===== config.mk =====
export PLATFORM = sky130hd
export DESIGN_NAME = ttc_timer_clock_ctrl
export DESIGN_NICKNAME = d
export VERILOG_FILES = /design/src/shared/ttc_pkg.sv /design/src/design/ttc_prescaler.sv /design/src/design/ttc_timer_clock_ctrl.sv
export SDC_FILE = /design/constraint.sdc
export NUM_CORES = 1
export LEC_CHECK = 0
export BUFFER_PORTS_ARGS = -buffer_cell sky130_fd_sc_hd__buf_2
export CORE_MARGIN = 4
export CORE_UTILIZATION = 45
export DETAILED_ROUTE_END_ITERATION = 8
export GPL_TIMING_DRIVEN = 0
export PLACE_DENSITY = 0.71
export SLEW_MARGIN = 0
export SYNTH_ARGS = -nofsm -noshare
export SYNTH_HDL_FRONTEND = slang
export SYNTH_SLANG_ARGS = --single-unit

===== constraint.sdc =====
create_clock -name clock -period 3.3 [get_ports clock]
set_clock_uncertainty 0.1 [all_clocks]
set_input_delay 0.165 -clock clock [delete_from_list [all_inputs] [get_ports clock]]
set_output_delay 0.165 -clock clock [all_outputs]
set_load 0.005 [all_outputs]

===== src/shared/ttc_pkg.sv =====
// Purpose: constants and types for the timer clock and third timer block
// Assumes: 8-bit special function register bus of the core
// Notes:   offsets are register addresses on that bus
package ttc_pkg;

   // ----------------------------------------------------------------
   // register addresses
   // ----------------------------------------------------------------
   localparam logic [7:0] TTC_TIMER_CLOCK_CONTROL_ADDR   = 8'h8E;
   localparam logic [7:0] TTC_EXTERNAL_DATA_PAGE_ADDR    = 8'h92;
   localparam logic [7:0] TTC_THIRD_TIMER_CONTROL_ADDR   = 8'hC8;
   localparam logic [7:0] TTC_THIRD_TIMER_RELOAD_LO_ADDR = 8'hCA;
   localparam logic [7:0] TTC_THIRD_TIMER_RELOAD_HI_ADDR = 8'hCB;
   localparam logic [7:0] TTC_THIRD_TIMER_COUNT_LO_ADDR  = 8'hCC;
   localparam logic [7:0] TTC_THIRD_TIMER_COUNT_HI_ADDR  = 8'hCD;

   // ----------------------------------------------------------------
   // reset values and field positions
   // ----------------------------------------------------------------
   localparam logic [7:0] TTC_CLOCK_CONTROL_RST = 8'h01;
   localparam logic [7:0] TTC_PAGE_RST          = 8'h00;
   localparam logic [7:0] TTC_CONTROL_RST       = 8'h00;
   localparam logic [7:0] TTC_RELOAD_RST        = 8'h00;
   localparam logic [7:0] TTC_COUNT_RST         = 8'h00;
   localparam logic [7:0] TTC_CLOCK_CONTROL_WMASK = 8'h3F; // bits 7:6 read zero
   localparam int TTC_FIRST_FAST_BIT  = 3;
   localparam int TTC_WAIT_LSB        = 0;
   localparam int TTC_WAIT_W          = 3;
   localparam int TTC_OVF_FLAG_BIT    = 7;
   localparam int TTC_RX_SEL_BIT      = 5;
   localparam int TTC_TX_SEL_BIT      = 4;
   localparam int TTC_RUN_BIT         = 2;
   localparam int TTC_NUM_TIMERS      = 3;

   // ----------------------------------------------------------------
   // timing: core clocks per increment
   // ----------------------------------------------------------------
   localparam int TTC_SLOW_DIV     = 12;
   localparam int TTC_FAST_DIV     = 4;
   localparam int TTC_BAUD_DIV     = 2;
   localparam int TTC_INSTR_CLOCKS = 4;
   localparam int TTC_DIV_W        = 4;
   localparam logic [15:0] TTC_COUNT_TOP = 16'hFFFF;

   // increment rate of one prescaler
   typedef enum logic [1:0] {
      TTC_RATE_OFF  = 2'b00,
      TTC_RATE_SLOW = 2'b01,
      TTC_RATE_FAST = 2'b10,
      TTC_RATE_BAUD = 2'b11
   } ttc_rate_t;

   // one access on the special function register bus
   typedef struct packed {
      logic [7:0] addr;
      logic       wr;
      logic       rd;
      logic [7:0] wdata;
   } ttc_sfr_req_t;

   // external move addressing
   typedef struct packed {
      logic [15:0] addr;
      logic [2:0]  wait_cycles;
   } ttc_movx_t;

endpackage


===== src/design/ttc_prescaler.sv =====
// Purpose: divides the core clock into one-cycle increment ticks
// Assumes: rate input from logic on the same clock
// Notes:   a rate change restarts the division from zero
`timescale 1ns/100ps
module ttc_prescaler
   import ttc_pkg::*;
(
   input  wire logic      clock,
   input  wire logic      rst_n,
   input  wire ttc_rate_t rate,
   output logic           tick
);

   logic [TTC_DIV_W-1:0] cnt_r;
   logic [TTC_DIV_W-1:0] cnt_nxt;
   logic [TTC_DIV_W-1:0] last_w;
   ttc_rate_t            rate_r;
   logic                 restart_w;
   logic                 wrap_w;
   logic                 tick_nxt;

   // --------------------------------------------------------------
   // terminal count per rate
   // --------------------------------------------------------------
   assign last_w = (rate == TTC_RATE_FAST) ? TTC_DIV_W'(TTC_FAST_DIV - 1) :
                   (rate == TTC_RATE_BAUD) ? TTC_DIV_W'(TTC_BAUD_DIV - 1) :
                                             TTC_DIV_W'(TTC_SLOW_DIV - 1);
   assign restart_w = (rate != rate_r) || (rate == TTC_RATE_OFF);
   assign wrap_w    = (cnt_r == last_w);
   assign cnt_nxt   = (restart_w || wrap_w) ? '0 : cnt_r + 1'b1;
   assign tick_nxt  = wrap_w && !restart_w;

   // divider state
   always_ff @(posedge clock) begin
      if (!rst_n) begin
         cnt_r  <= '0;
         rate_r <= TTC_RATE_OFF;
         tick   <= 1'b0;
      end else begin
         cnt_r  <= cnt_nxt;
         rate_r <= rate;
         tick   <= tick_nxt;
      end
   end

endmodule


===== src/design/ttc_timer_clock_ctrl.sv =====
// Purpose: timer rate selects, external page, third timer control and count
// Assumes: core register bus on the same clock; read data one cycle after rd
// Notes:   event pin of the third timer is asynchronous and synchronised here
`timescale 1ns/100ps

// What this block does
// Rate-select bit 1 gives one increment per 4 clocks, 0 per 12.
// Rate-select bits: bit 5 third timer, bit 4 second, bit 3 first.
// The three rate-select bits act independently of each other.
// A rate-select bit does nothing while its timer counts external events.
// Third timer rate-select is ignored in baud rate generator mode.
// After reset all rate-select bits are 0, giving the slow rate.
// Instruction cycle is 4 clocks; default timer rate is 12 clocks.
// Low three bits of clock control set external move wait cycles.
// Register-indirect external moves drive the page register on address 15:8.
// Overflow flag sets when the 16-bit count rolls over from all ones.
// Software alone clears the overflow flag.
// Overflow flag sets only when both serial clock selects are 0.
// Writing 1 to the overflow flag raises the third timer interrupt.
// Receive select 1 times serial receive from third timer, else second.
// Transmit select 1 times serial transmit from third timer, else second.
// Third timer counts while its run bit is 1, halts when 0.
// Software writes 0 to reserved control bits 6, 3, 1 and 0.
// Low reload register gives bits 7:0 of the reload value.
// Each overflow copies the 16-bit reload value into the count.
// Baud mode forces auto-reload and a time base of clock over two.
// High reload register gives bits 15:8 of the reload value.
// Clock control bits 7 and 6 ignore writes and read zero.
module ttc_timer_clock_ctrl
   import ttc_pkg::*;
#(
   parameter int NUM_TIMERS = TTC_NUM_TIMERS
)
(
   input  wire logic         clock,
   input  wire logic         rst_n,
   input  wire ttc_sfr_req_t sfr_req,
   output logic [7:0]        sfr_rdata,
   input  wire logic [1:0]   timer_counter_mode,
   input  wire logic         third_timer_counter_mode,
   input  wire logic         third_timer_event_pin,
   input  wire logic         second_timer_overflow,
   input  wire logic         movx_indirect,
   input  wire logic [7:0]   movx_pointer,
   output ttc_movx_t         movx,
   output logic [1:0]        timer_increment,
   output logic              third_timer_out,
   output logic              third_timer_irq,
   output logic              serial_rx_clock,
   output logic              serial_tx_clock
);

   // --------------------------------------------------------------
   // elaboration check
   // --------------------------------------------------------------
   if (NUM_TIMERS != TTC_NUM_TIMERS) begin : g_bad_count
      $error("timer count must be three");
   end

   // register address hit
   function automatic logic hit(input logic [7:0] addr, input logic [7:0] reg_addr);
      hit = (addr == reg_addr);
   endfunction

   // --------------------------------------------------------------
   // registers
   // --------------------------------------------------------------
   logic [7:0]  timer_clock_control_r;
   logic [7:0]  external_data_page_r;
   logic        third_timer_overflow_flag_r;
   logic        serial_receive_clock_select_r;
   logic        serial_transmit_clock_select_r;
   logic        third_timer_run_r;
   logic [7:0]  third_timer_reload_low_r;
   logic [7:0]  third_timer_reload_high_r;
   logic [15:0] count_r;
   logic [15:0] count_nxt;
   logic        flag_nxt;
   logic [7:0]  rdata_nxt;
   logic [2:0]  ev_sync_r;

   // decoded writes
   wire wr_ckc_w   = sfr_req.wr && hit(sfr_req.addr, TTC_TIMER_CLOCK_CONTROL_ADDR);
   wire wr_page_w  = sfr_req.wr && hit(sfr_req.addr, TTC_EXTERNAL_DATA_PAGE_ADDR);
   wire wr_ctl_w   = sfr_req.wr && hit(sfr_req.addr, TTC_THIRD_TIMER_CONTROL_ADDR);
   wire wr_rlo_w   = sfr_req.wr && hit(sfr_req.addr, TTC_THIRD_TIMER_RELOAD_LO_ADDR);
   wire wr_rhi_w   = sfr_req.wr && hit(sfr_req.addr, TTC_THIRD_TIMER_RELOAD_HI_ADDR);
   wire wr_clo_w   = sfr_req.wr && hit(sfr_req.addr, TTC_THIRD_TIMER_COUNT_LO_ADDR);
   wire wr_chi_w   = sfr_req.wr && hit(sfr_req.addr, TTC_THIRD_TIMER_COUNT_HI_ADDR);

   // --------------------------------------------------------------
   // rate selection per timer
   // --------------------------------------------------------------
   wire        baud_mode_w = serial_receive_clock_select_r
                             || serial_transmit_clock_select_r;
   wire [2:0]  fast_w      = timer_clock_control_r[TTC_FIRST_FAST_BIT +: TTC_NUM_TIMERS];
   wire [2:0]  cmode_w     = {third_timer_counter_mode, timer_counter_mode};
   ttc_rate_t  rate_w [TTC_NUM_TIMERS];
   logic       tick_w [TTC_NUM_TIMERS];

   // one independent prescaler per timer
   for (genvar i = 0; i < TTC_NUM_TIMERS; i++) begin : g_pre
      if (i == TTC_NUM_TIMERS - 1) begin : g_third
         assign rate_w[i] = baud_mode_w ? TTC_RATE_BAUD :
                            (!third_timer_run_r || cmode_w[i]) ? TTC_RATE_OFF :
                            fast_w[i] ? TTC_RATE_FAST : TTC_RATE_SLOW;
      end else begin : g_basic
         assign rate_w[i] = cmode_w[i] ? TTC_RATE_OFF :
                            fast_w[i] ? TTC_RATE_FAST : TTC_RATE_SLOW;
      end
      ttc_prescaler u_pre (
         .clock (clock),
         .rst_n (rst_n),
         .rate  (rate_w[i]),
         .tick  (tick_w[i])
      );
   end

   // --------------------------------------------------------------
   // third timer increment, overflow and reload
   // --------------------------------------------------------------
   wire ev_edge_w = ev_sync_r[2] && !ev_sync_r[1]; // falling edge on the pin
   wire inc_w     = third_timer_run_r &&
                    (baud_mode_w ? tick_w[2] :
                     third_timer_counter_mode ? ev_edge_w : tick_w[2]);
   wire ovf_w     = inc_w && (count_r == TTC_COUNT_TOP);
   wire [15:0] reload_w = {third_timer_reload_high_r,
                           third_timer_reload_low_r};

   // next count: software write wins over counting
   always_comb begin
      count_nxt = count_r;
      if (ovf_w) begin
         count_nxt = reload_w;
      end else if (inc_w) begin
         count_nxt = count_r + 16'h0001;
      end
      if (wr_clo_w) begin
         count_nxt[7:0] = sfr_req.wdata;
      end
      if (wr_chi_w) begin
         count_nxt[15:8] = sfr_req.wdata;
      end
   end

   // overflow flag: hardware set beats software clear
   assign flag_nxt = (ovf_w && !baud_mode_w) ||
                     (wr_ctl_w ? sfr_req.wdata[TTC_OVF_FLAG_BIT]
                               : third_timer_overflow_flag_r);

   // --------------------------------------------------------------
   // read data selection
   // --------------------------------------------------------------
   wire [7:0] ctl_read_w = {third_timer_overflow_flag_r, 1'b0,
                            serial_receive_clock_select_r,
                            serial_transmit_clock_select_r,
                            1'b0, third_timer_run_r, 2'b00};
   assign rdata_nxt =
      hit(sfr_req.addr, TTC_TIMER_CLOCK_CONTROL_ADDR)   ? timer_clock_control_r :
      hit(sfr_req.addr, TTC_EXTERNAL_DATA_PAGE_ADDR)    ? external_data_page_r :
      hit(sfr_req.addr, TTC_THIRD_TIMER_CONTROL_ADDR)   ? ctl_read_w :
      hit(sfr_req.addr, TTC_THIRD_TIMER_RELOAD_LO_ADDR) ? third_timer_reload_low_r :
      hit(sfr_req.addr, TTC_THIRD_TIMER_RELOAD_HI_ADDR) ? third_timer_reload_high_r :
      hit(sfr_req.addr, TTC_THIRD_TIMER_COUNT_LO_ADDR)  ? count_r[7:0] :
      hit(sfr_req.addr, TTC_THIRD_TIMER_COUNT_HI_ADDR)  ? count_r[15:8] : 8'h00;

   // --------------------------------------------------------------
   // register writes
   // --------------------------------------------------------------
   always_ff @(posedge clock) begin
      if (!rst_n) begin
         timer_clock_control_r <= TTC_CLOCK_CONTROL_RST;
         external_data_page_r  <= TTC_PAGE_RST;
      end else begin
         if (wr_ckc_w) begin
            timer_clock_control_r <= sfr_req.wdata & TTC_CLOCK_CONTROL_WMASK;
         end
         if (wr_page_w) begin
            external_data_page_r <= sfr_req.wdata;
         end
      end
   end

   // third timer control; reserved bits are not stored
   always_ff @(posedge clock) begin
      if (!rst_n) begin
         third_timer_overflow_flag_r    <= TTC_CONTROL_RST[TTC_OVF_FLAG_BIT];
         serial_receive_clock_select_r  <= TTC_CONTROL_RST[TTC_RX_SEL_BIT];
         serial_transmit_clock_select_r <= TTC_CONTROL_RST[TTC_TX_SEL_BIT];
         third_timer_run_r              <= TTC_CONTROL_RST[TTC_RUN_BIT];
      end else begin
         third_timer_overflow_flag_r <= flag_nxt;
         if (wr_ctl_w) begin
            serial_receive_clock_select_r  <= sfr_req.wdata[TTC_RX_SEL_BIT];
            serial_transmit_clock_select_r <= sfr_req.wdata[TTC_TX_SEL_BIT];
            third_timer_run_r              <= sfr_req.wdata[TTC_RUN_BIT];
         end
      end
   end

   // reload and count
   always_ff @(posedge clock) begin
      if (!rst_n) begin
         third_timer_reload_low_r  <= TTC_RELOAD_RST;
         third_timer_reload_high_r <= TTC_RELOAD_RST;
         count_r                   <= {TTC_COUNT_RST, TTC_COUNT_RST};
      end else begin
         if (wr_rlo_w) begin
            third_timer_reload_low_r <= sfr_req.wdata;
         end
         if (wr_rhi_w) begin
            third_timer_reload_high_r <= sfr_req.wdata;
         end
         count_r <= count_nxt;
      end
   end

   // event pin synchroniser plus edge stage
   always_ff @(posedge clock) begin
      if (!rst_n) begin
         ev_sync_r <= 3'b000;
      end else begin
         ev_sync_r <= {ev_sync_r[1:0], third_timer_event_pin};
      end
   end

   // --------------------------------------------------------------
   // registered outputs
   // --------------------------------------------------------------
   always_ff @(posedge clock) begin
      if (!rst_n) begin
         sfr_rdata       <= 8'h00;
         movx            <= '0;
         timer_increment <= 2'b00;
         third_timer_out <= 1'b0;
         third_timer_irq <= 1'b0;
         serial_rx_clock <= 1'b0;
         serial_tx_clock <= 1'b0;
      end else begin
         sfr_rdata        <= sfr_req.rd ? rdata_nxt : 8'h00;
         movx.addr        <= movx_indirect ? {external_data_page_r, movx_pointer}
                                           : movx.addr;
         movx.wait_cycles <= timer_clock_control_r[TTC_WAIT_LSB +: TTC_WAIT_W];
         timer_increment  <= {tick_w[1], tick_w[0]};
         third_timer_out  <= ovf_w;
         third_timer_irq  <= flag_nxt;
         serial_rx_clock  <= serial_receive_clock_select_r ? ovf_w
                                                           : second_timer_overflow;
         serial_tx_clock  <= serial_transmit_clock_select_r ? ovf_w
                                                            : second_timer_overflow;
      end
   end
endmodule


# Word level (Yosys, flattened, before mapping)
# Index checks and enable logic that the tools add are counted.
classes:
  n_eq_ne: 20
  n_addsub: 4
  mux: 29
  bitwise: 2
  n_reduce_logical: 39
op_table:
  columns: ["op", "count"]
  rows:
  - ["8-bit two-way mux", 8]
  - ["8-bit equality test (second input constant)", 7]
  - ["16-bit two-way mux", 2]
  - ["4-bit two-way mux", 6]
  - ["16-bit by 1-bit adder with 16-bit output (second input constant)", 1]
  - ["16-bit equality test (second input constant)", 1]
  - ["1-bit logical AND", 14]
  - ["2-bit two-way mux", 7]
  - ["4-bit by 1-bit adder with 4-bit output (second input constant)", 3]
  - ["2-bit equality test (second input constant)", 6]
  - ["4-bit equality test", 3]
  - ["1-bit logical OR", 9]
  - ["2-bit OR reduction", 4]
  - ["1-bit logical NOT", 6]
  - ["2-bit logical NOT", 3]
  - ["6-bit two-way mux", 1]
  - ["2-bit inequality test", 3]
  - ["3-bit nonzero test", 2]
  - ["1-bit two-way mux", 5]
  - ["1-bit NOT", 2]
  - ["2-bit AND reduction", 1]
word_totals:
  wordCells: 122
  out_inout_bits: 33
  inputBits: 34
  ff_bits: 106

# Logic depth before layout (Yosys ltp)
depth:
  word_depth: 10
  mapped_depth: 7
  mapped_depth_nobuf: 6

# Cells and area by module
# From an unflattened synthesis, not the netlist that was laid out.
hier_totals:
  cells_unflattened: 550
  area_unflattened_um2: 5008.6
modules_own_cells:
  columns: ["module", "seq_area_each_um2", "cells_each", "area_per_inst_um2", "instances"]
  rows:
  - ["ttc_timer_clock_ctrl", 1701.6, 466, 4088.9, 1]
  - ["ttc_prescaler", 140.1, 28, 306.5, 3]

# Least setup slack after synthesis
# Ideal clock, no wire load.
synth_timing:
  path_type: "register to register"
  from: "register count_r[0]"
  to: "register count_r[11]"
  arrival_time_ns: 1.732
  n_path_buf: 1
  setup_ns: 0.124
  synth_period_minus_slack_ns: 1.956
  required_ns: 3.076
  slack_ns: 1.344
  stages_incl_launch_ff: 8
  path_cell_list: "dfxtp_1 > ha_1 > nand4_1 > or4_4 > buf_6 > nor2_1 > o221a_1 > nor3_1"
synth_via:
  elab_chain_cells: 4
  word_cells_on_any_way: 7
  cone_classes: "add/sub: 1; eq/ne: 1; mux: 3; reduce/logical: 2"
synth_rtl:
  columns: ["element", "line_no", "rtl"]
  rows:
  - ["from (decl)", "ttc_timer_clock_ctrl.sv:76", "logic [15:0] count_r;"]
  - ["from (signal assigned)", "ttc_timer_clock_ctrl.sv:206", "count_r <= {TTC_COUNT_RST, TTC_COUNT_RST};"]
  - ["from (signal assigned)", "ttc_timer_clock_ctrl.sv:214", "count_r <= count_nxt;"]
  - ["16-bit by 1-bit adder with 16-bit output or 16-bit equality test (tied branches)", "ttc_timer_clock_ctrl.sv:136, ttc_timer_clock_ctrl.sv:126", null]
  - ["16-bit two-way mux or 1-bit logical AND (tied branches)", "ttc_timer_clock_ctrl.sv:135, ttc_timer_clock_ctrl.sv:126", null]
  - ["16-bit two-way mux", "ttc_timer_clock_ctrl.sv:133", "if (ovf_w) begin"]
  - ["8-bit two-way mux", "ttc_timer_clock_ctrl.sv:141", "if (wr_chi_w) begin"]
# Several ways; a longest one is shown, not always the timed one. The select of a mux whose other input is x is not followed.
# A chain may end at the register's enable or synchronous reset.

# Worst setup path in the final report
layout_timing:
  from: "register serial_transmit_clock_select_r"
  to: "register serial_tx_clock"
layout_via:
  elab_chain_cells: 5
layout_rtl:
  columns: ["element", "line_no", "rtl"]
  rows:
  - ["from (decl)", "ttc_timer_clock_ctrl.sv:72", "logic serial_transmit_clock_select_r;"]
  - ["from (signal assigned)", "ttc_timer_clock_ctrl.sv:189", "serial_transmit_clock_select_r <= TTC_CONTROL_RST[TTC_TX_SEL_BIT];"]
  - ["from (signal assigned)", "ttc_timer_clock_ctrl.sv:195", "serial_transmit_clock_select_r <= sfr_req.wdata[TTC_TX_SEL_BIT];"]
  - ["1-bit logical OR", "ttc_timer_clock_ctrl.sv:95", "|| serial_transmit_clock_select_r;"]
  - ["1-bit two-way mux", "ttc_timer_clock_ctrl.sv:124", "(baud_mode_w ? tick_w[2] :"]
  - ["1-bit logical AND", "ttc_timer_clock_ctrl.sv:123", "wire inc_w = third_timer_run_r &&"]
  - ["1-bit logical AND", "ttc_timer_clock_ctrl.sv:126", "wire ovf_w = inc_w && (count_r == TTC_COUNT_TOP);"]
  - ["1-bit two-way mux (*)", "ttc_timer_clock_ctrl.sv:249", "serial_tx_clock <= serial_transmit_clock_select_r ? ovf_w"]
  - ["to (signal assigned)", "ttc_timer_clock_ctrl.sv:249", null]
  - ["to (decl)", "ttc_timer_clock_ctrl.sv:50", "output logic serial_tx_clock"]
# Every way passes the cells marked *; elsewhere a longest branch is shown, timed or not.

==> flow_summary.json <==
{
  "outcome": "complete, no violations",
  "synth_xor_area_frac": 0.0191,
  "grt_pass1_vias": 4502,
  "dp_hpwl_microns": 10500,
  "ys_types": 70,
  "syn-num-nets": 598,
  "grt_antenna_before_repair": 0,
  "postCtsSetupBuffers": 0,
  "synthArstFlopShare": 0,
  "synth_top_area_frac": 0.421,
  "max_slew.worst_pin.slew_ps": 967,
  "crit_required_ps": 3490,
  "synthTopCellsByArea": "dfxtp_1, mux2i_1, nor2b_1",
  "ir_drop_v": 0.000289,
  "totalPowerFinal_mw": 2.19,
  "drt_iter0_markers": 353,
  "slowest_delay_ps": 540,
  "min_period_ps": 2460,
  "clk_pin_slew_worst_paths_ps": 100,
  "vias": 4607,
  "synth_adder_area_share": 0.00993,
  "powerDensity_mw_per_mm2": 375,
  "gp_congestion": 0.907,
  "drc": 0,
  "final_cell_count_no_fill": 792,
  "path_class": "flip-flop to flip-flop",
  "critPathMaxFanout": 10,
  "wl_microns": 14400,
  "numCtsBuffers": 9,
  "endpoint_kind": "flip-flop",
  "clk_path_buf_depth": 2,
  "arrival_ps": 2650,
  "synth_most_common_cell": "dfxtp_1",
  "min_path_type": "input pin to flip-flop",
  "grt_pass1_wl_microns": 23500,
  "setup_viol": 0,
  "hold_viol_final": 0,
  "portBuffers": 63,
  "worstPathBufferInverterCount": 1,
  "slew_headroom": 0.351,
  "clock-sinks": 106,
  "area_growth_pct": 15.7,
  "period_share": 0.746,
  "synth_seq_cells": 106,
  "first_pass_iters": 5,
  "clock.fmax_ghz": 0.406,
  "path_depth": 6,
  "synth_ff_type": "dfxtp_1",
  "hp-start": "sfr_req[0]",
  "whs_path_depth": 3,
  "ctsResizeCount": 0,
  "cp_common_cell": "mux2i_1",
  "yosysTopAreaCell": "dfxtp_1",
  "r2r_start": "serial_transmit_clock_select_r",
  "fp.coreArea_sq_mm": 0.0109,
  "setup.worst_path.start_class": "flip-flop",
  "r2r_end": "serial_tx_clock",
  "fillers": 1022,
  "crit_chain": "nor3b_2, mux2i_1, clkbuf_1, nor2_1, mux2i_1, nor2b_1",
  "total_leakage_power_nw": 2.32,
  "synth-edff-count": 0,
  "grt_usage": 0.231,
  "yosysWarnings": 0,
  "die-area_sq_mm": 0.0130,
  "r2r_slack_ps": 840,
  "slew_viol_final": 0,
  "muxShareOfSynthArea": 0.0879,
  "post-place-cells": 763,
  "cts_max_level": 3,
  "rsz0062_at_grt": "false",
  "yosysSeqAreaShare": 0.421,
  "via_per_inst": 5.82,
  "synthTopCellsByCount": "dfxtp_1, nand2_1, mux2i_1",
  "postSynthAreaPerCell_sq_um": 9.00,
  "multi_input_area_sq_mm": 0.00272,
  "start_util": 0.463,
  "ant_nets": 0,
  "syn_inst": 560,
  "syn-cell-area_sq_mm": 0.00504,
  "synth_compound_area_frac": 0.153,
  "cap_violations": 0,
  "num_rows": 38,
  "grt_max_degree": 17,
  "cp_top_family": "multiplexers",
  "holdPathEnd": "count_r[8]",
  "seq_area_sq_mm": 0.00212,
  "grt-ovfl-total": 0,
  "dieWidth_microns": 114,
  "wl_per_cell_microns": 18.2,
  "antenna_cells": 0,
  "cts_tree": "yes",
  "worst_skew_pair.late_latency_ps": 390,
  "synth_top_family_by_area": "simple AND/OR/NAND/NOR gates",
  "yosys.area_share.simple": 0.270,
  "fin_tns_setup_ps": 0,
  "io_pins": 67,
  "slowest_stage": "mux2i_1",
  "dieHeight_microns": 114,
  "final_nets": 686,
  "drive_gt1_frac": 0.161,
  "cts.root.buffer_cell": "clkbuf_8",
  "r2r_cells": 6
}
## metal layers
layer / GRT usage / vias to the layer above / part of all wire
met5: 0 / - / 0
met4: 0.0926 / 0 / 0.030
met3: 0.0430 / 27 / 0.065
met2: 0.371 / 176 / 0.46
met1: 0.307 / 2217 / 0.44
li1: - / 2187 / -
## per-stage QoR
step	instance area [sq um]	hold WS, ps	worst slack (ps)	util
5_1_grt	5830	8.62	761	0.536
3_3_place_gp	5530	288	900	0.508
3_5_place_dp	5530	291	917	0.508
2_1_floorplan	5040	192	1340	-
6_report	5830	16.2	839	0.536
4_1_cts	5830	1.46	902	0.536
## worst min-delay path: cells and delay by family
family	cells	cell delay (ps)
compound gates	1	60
simple gates	1	80
buf+inv	1	150
## flip-flops by register name, indices dropped and copies added, names as in the netlist, 6 cells and up
signal and flops:
g_pre.u_pre.cnt_r 12, third_timer_reload_high_r 8, sfr_rdata 8, count_r 16
movx 19, external_data_page_r 8, g_pre.u_pre.rate_r 6, timer_clock_control_r 6
third_timer_reload_low_r 8
## final cells by class
type                    instances  share of cell area
plain buffers                  33              0.0268
clock buffers                  11              0.0225
clock inverters                 4             0.00515
inverters                      11             0.00708
multi-input cells             410               0.466
flip-flops and latches        106               0.364
well taps                     140              0.0300
repair buffers                 77              0.0781
## cell families after synthesis
kind of cell    count (synthesis)
simple gates                  239
flops                         106
xor+xnor                       11
compound gates                112
buf+inv                        44
fa+ha+maj                       4
mux                            44
## repair_timing
item	CTS	global route
hold buffers	14	0
hold endpoints to repair	18	0
endpoints found under the setup margin	0	0
## worst max-delay path by stage
stage | from | end | slack [ps]
2_1_floorplan | count_r[0] | count_r[11] | 1340
3_3_place_gp | serial_transmit_clock_select_r | serial_tx_clock | 900
3_5_place_dp | serial_transmit_clock_select_r | serial_rx_clock | 920
4_1_cts | serial_transmit_clock_select_r | count_r[11] | 900
5_1_grt | count_r[1] | third_timer_irq | 760
6_report | serial_transmit_clock_select_r | serial_tx_clock | 840
## cell usage in the layout, fill, tap and decap left out, types with 11 or more instances in the layout
cell type      netlist  routed
clkbuf_1            17      19
nor2b_1             41      41
inv_1               11      11
mux2i_1             42      42
o21ai_0             19      19
dlygate4sd3_1        0      14
buf_2               11      74
nor2_1              30      30
nand2_1             49      49
a21oi_1             19      19
nor3_1              13      13
a21boi_0            16      16
dfxtp_1            106     106
nand3_1             38      38
## power breakdown
group          total [mW]  leakage (nW)  internal (mW)  switching [mW]
logic               0.169          1.38         0.0712          0.0981
registers            1.30         0.857           1.29         0.00677
clock network       0.716        0.0794          0.273           0.444
No activity file was read; power rests on OpenSTA's default activity.
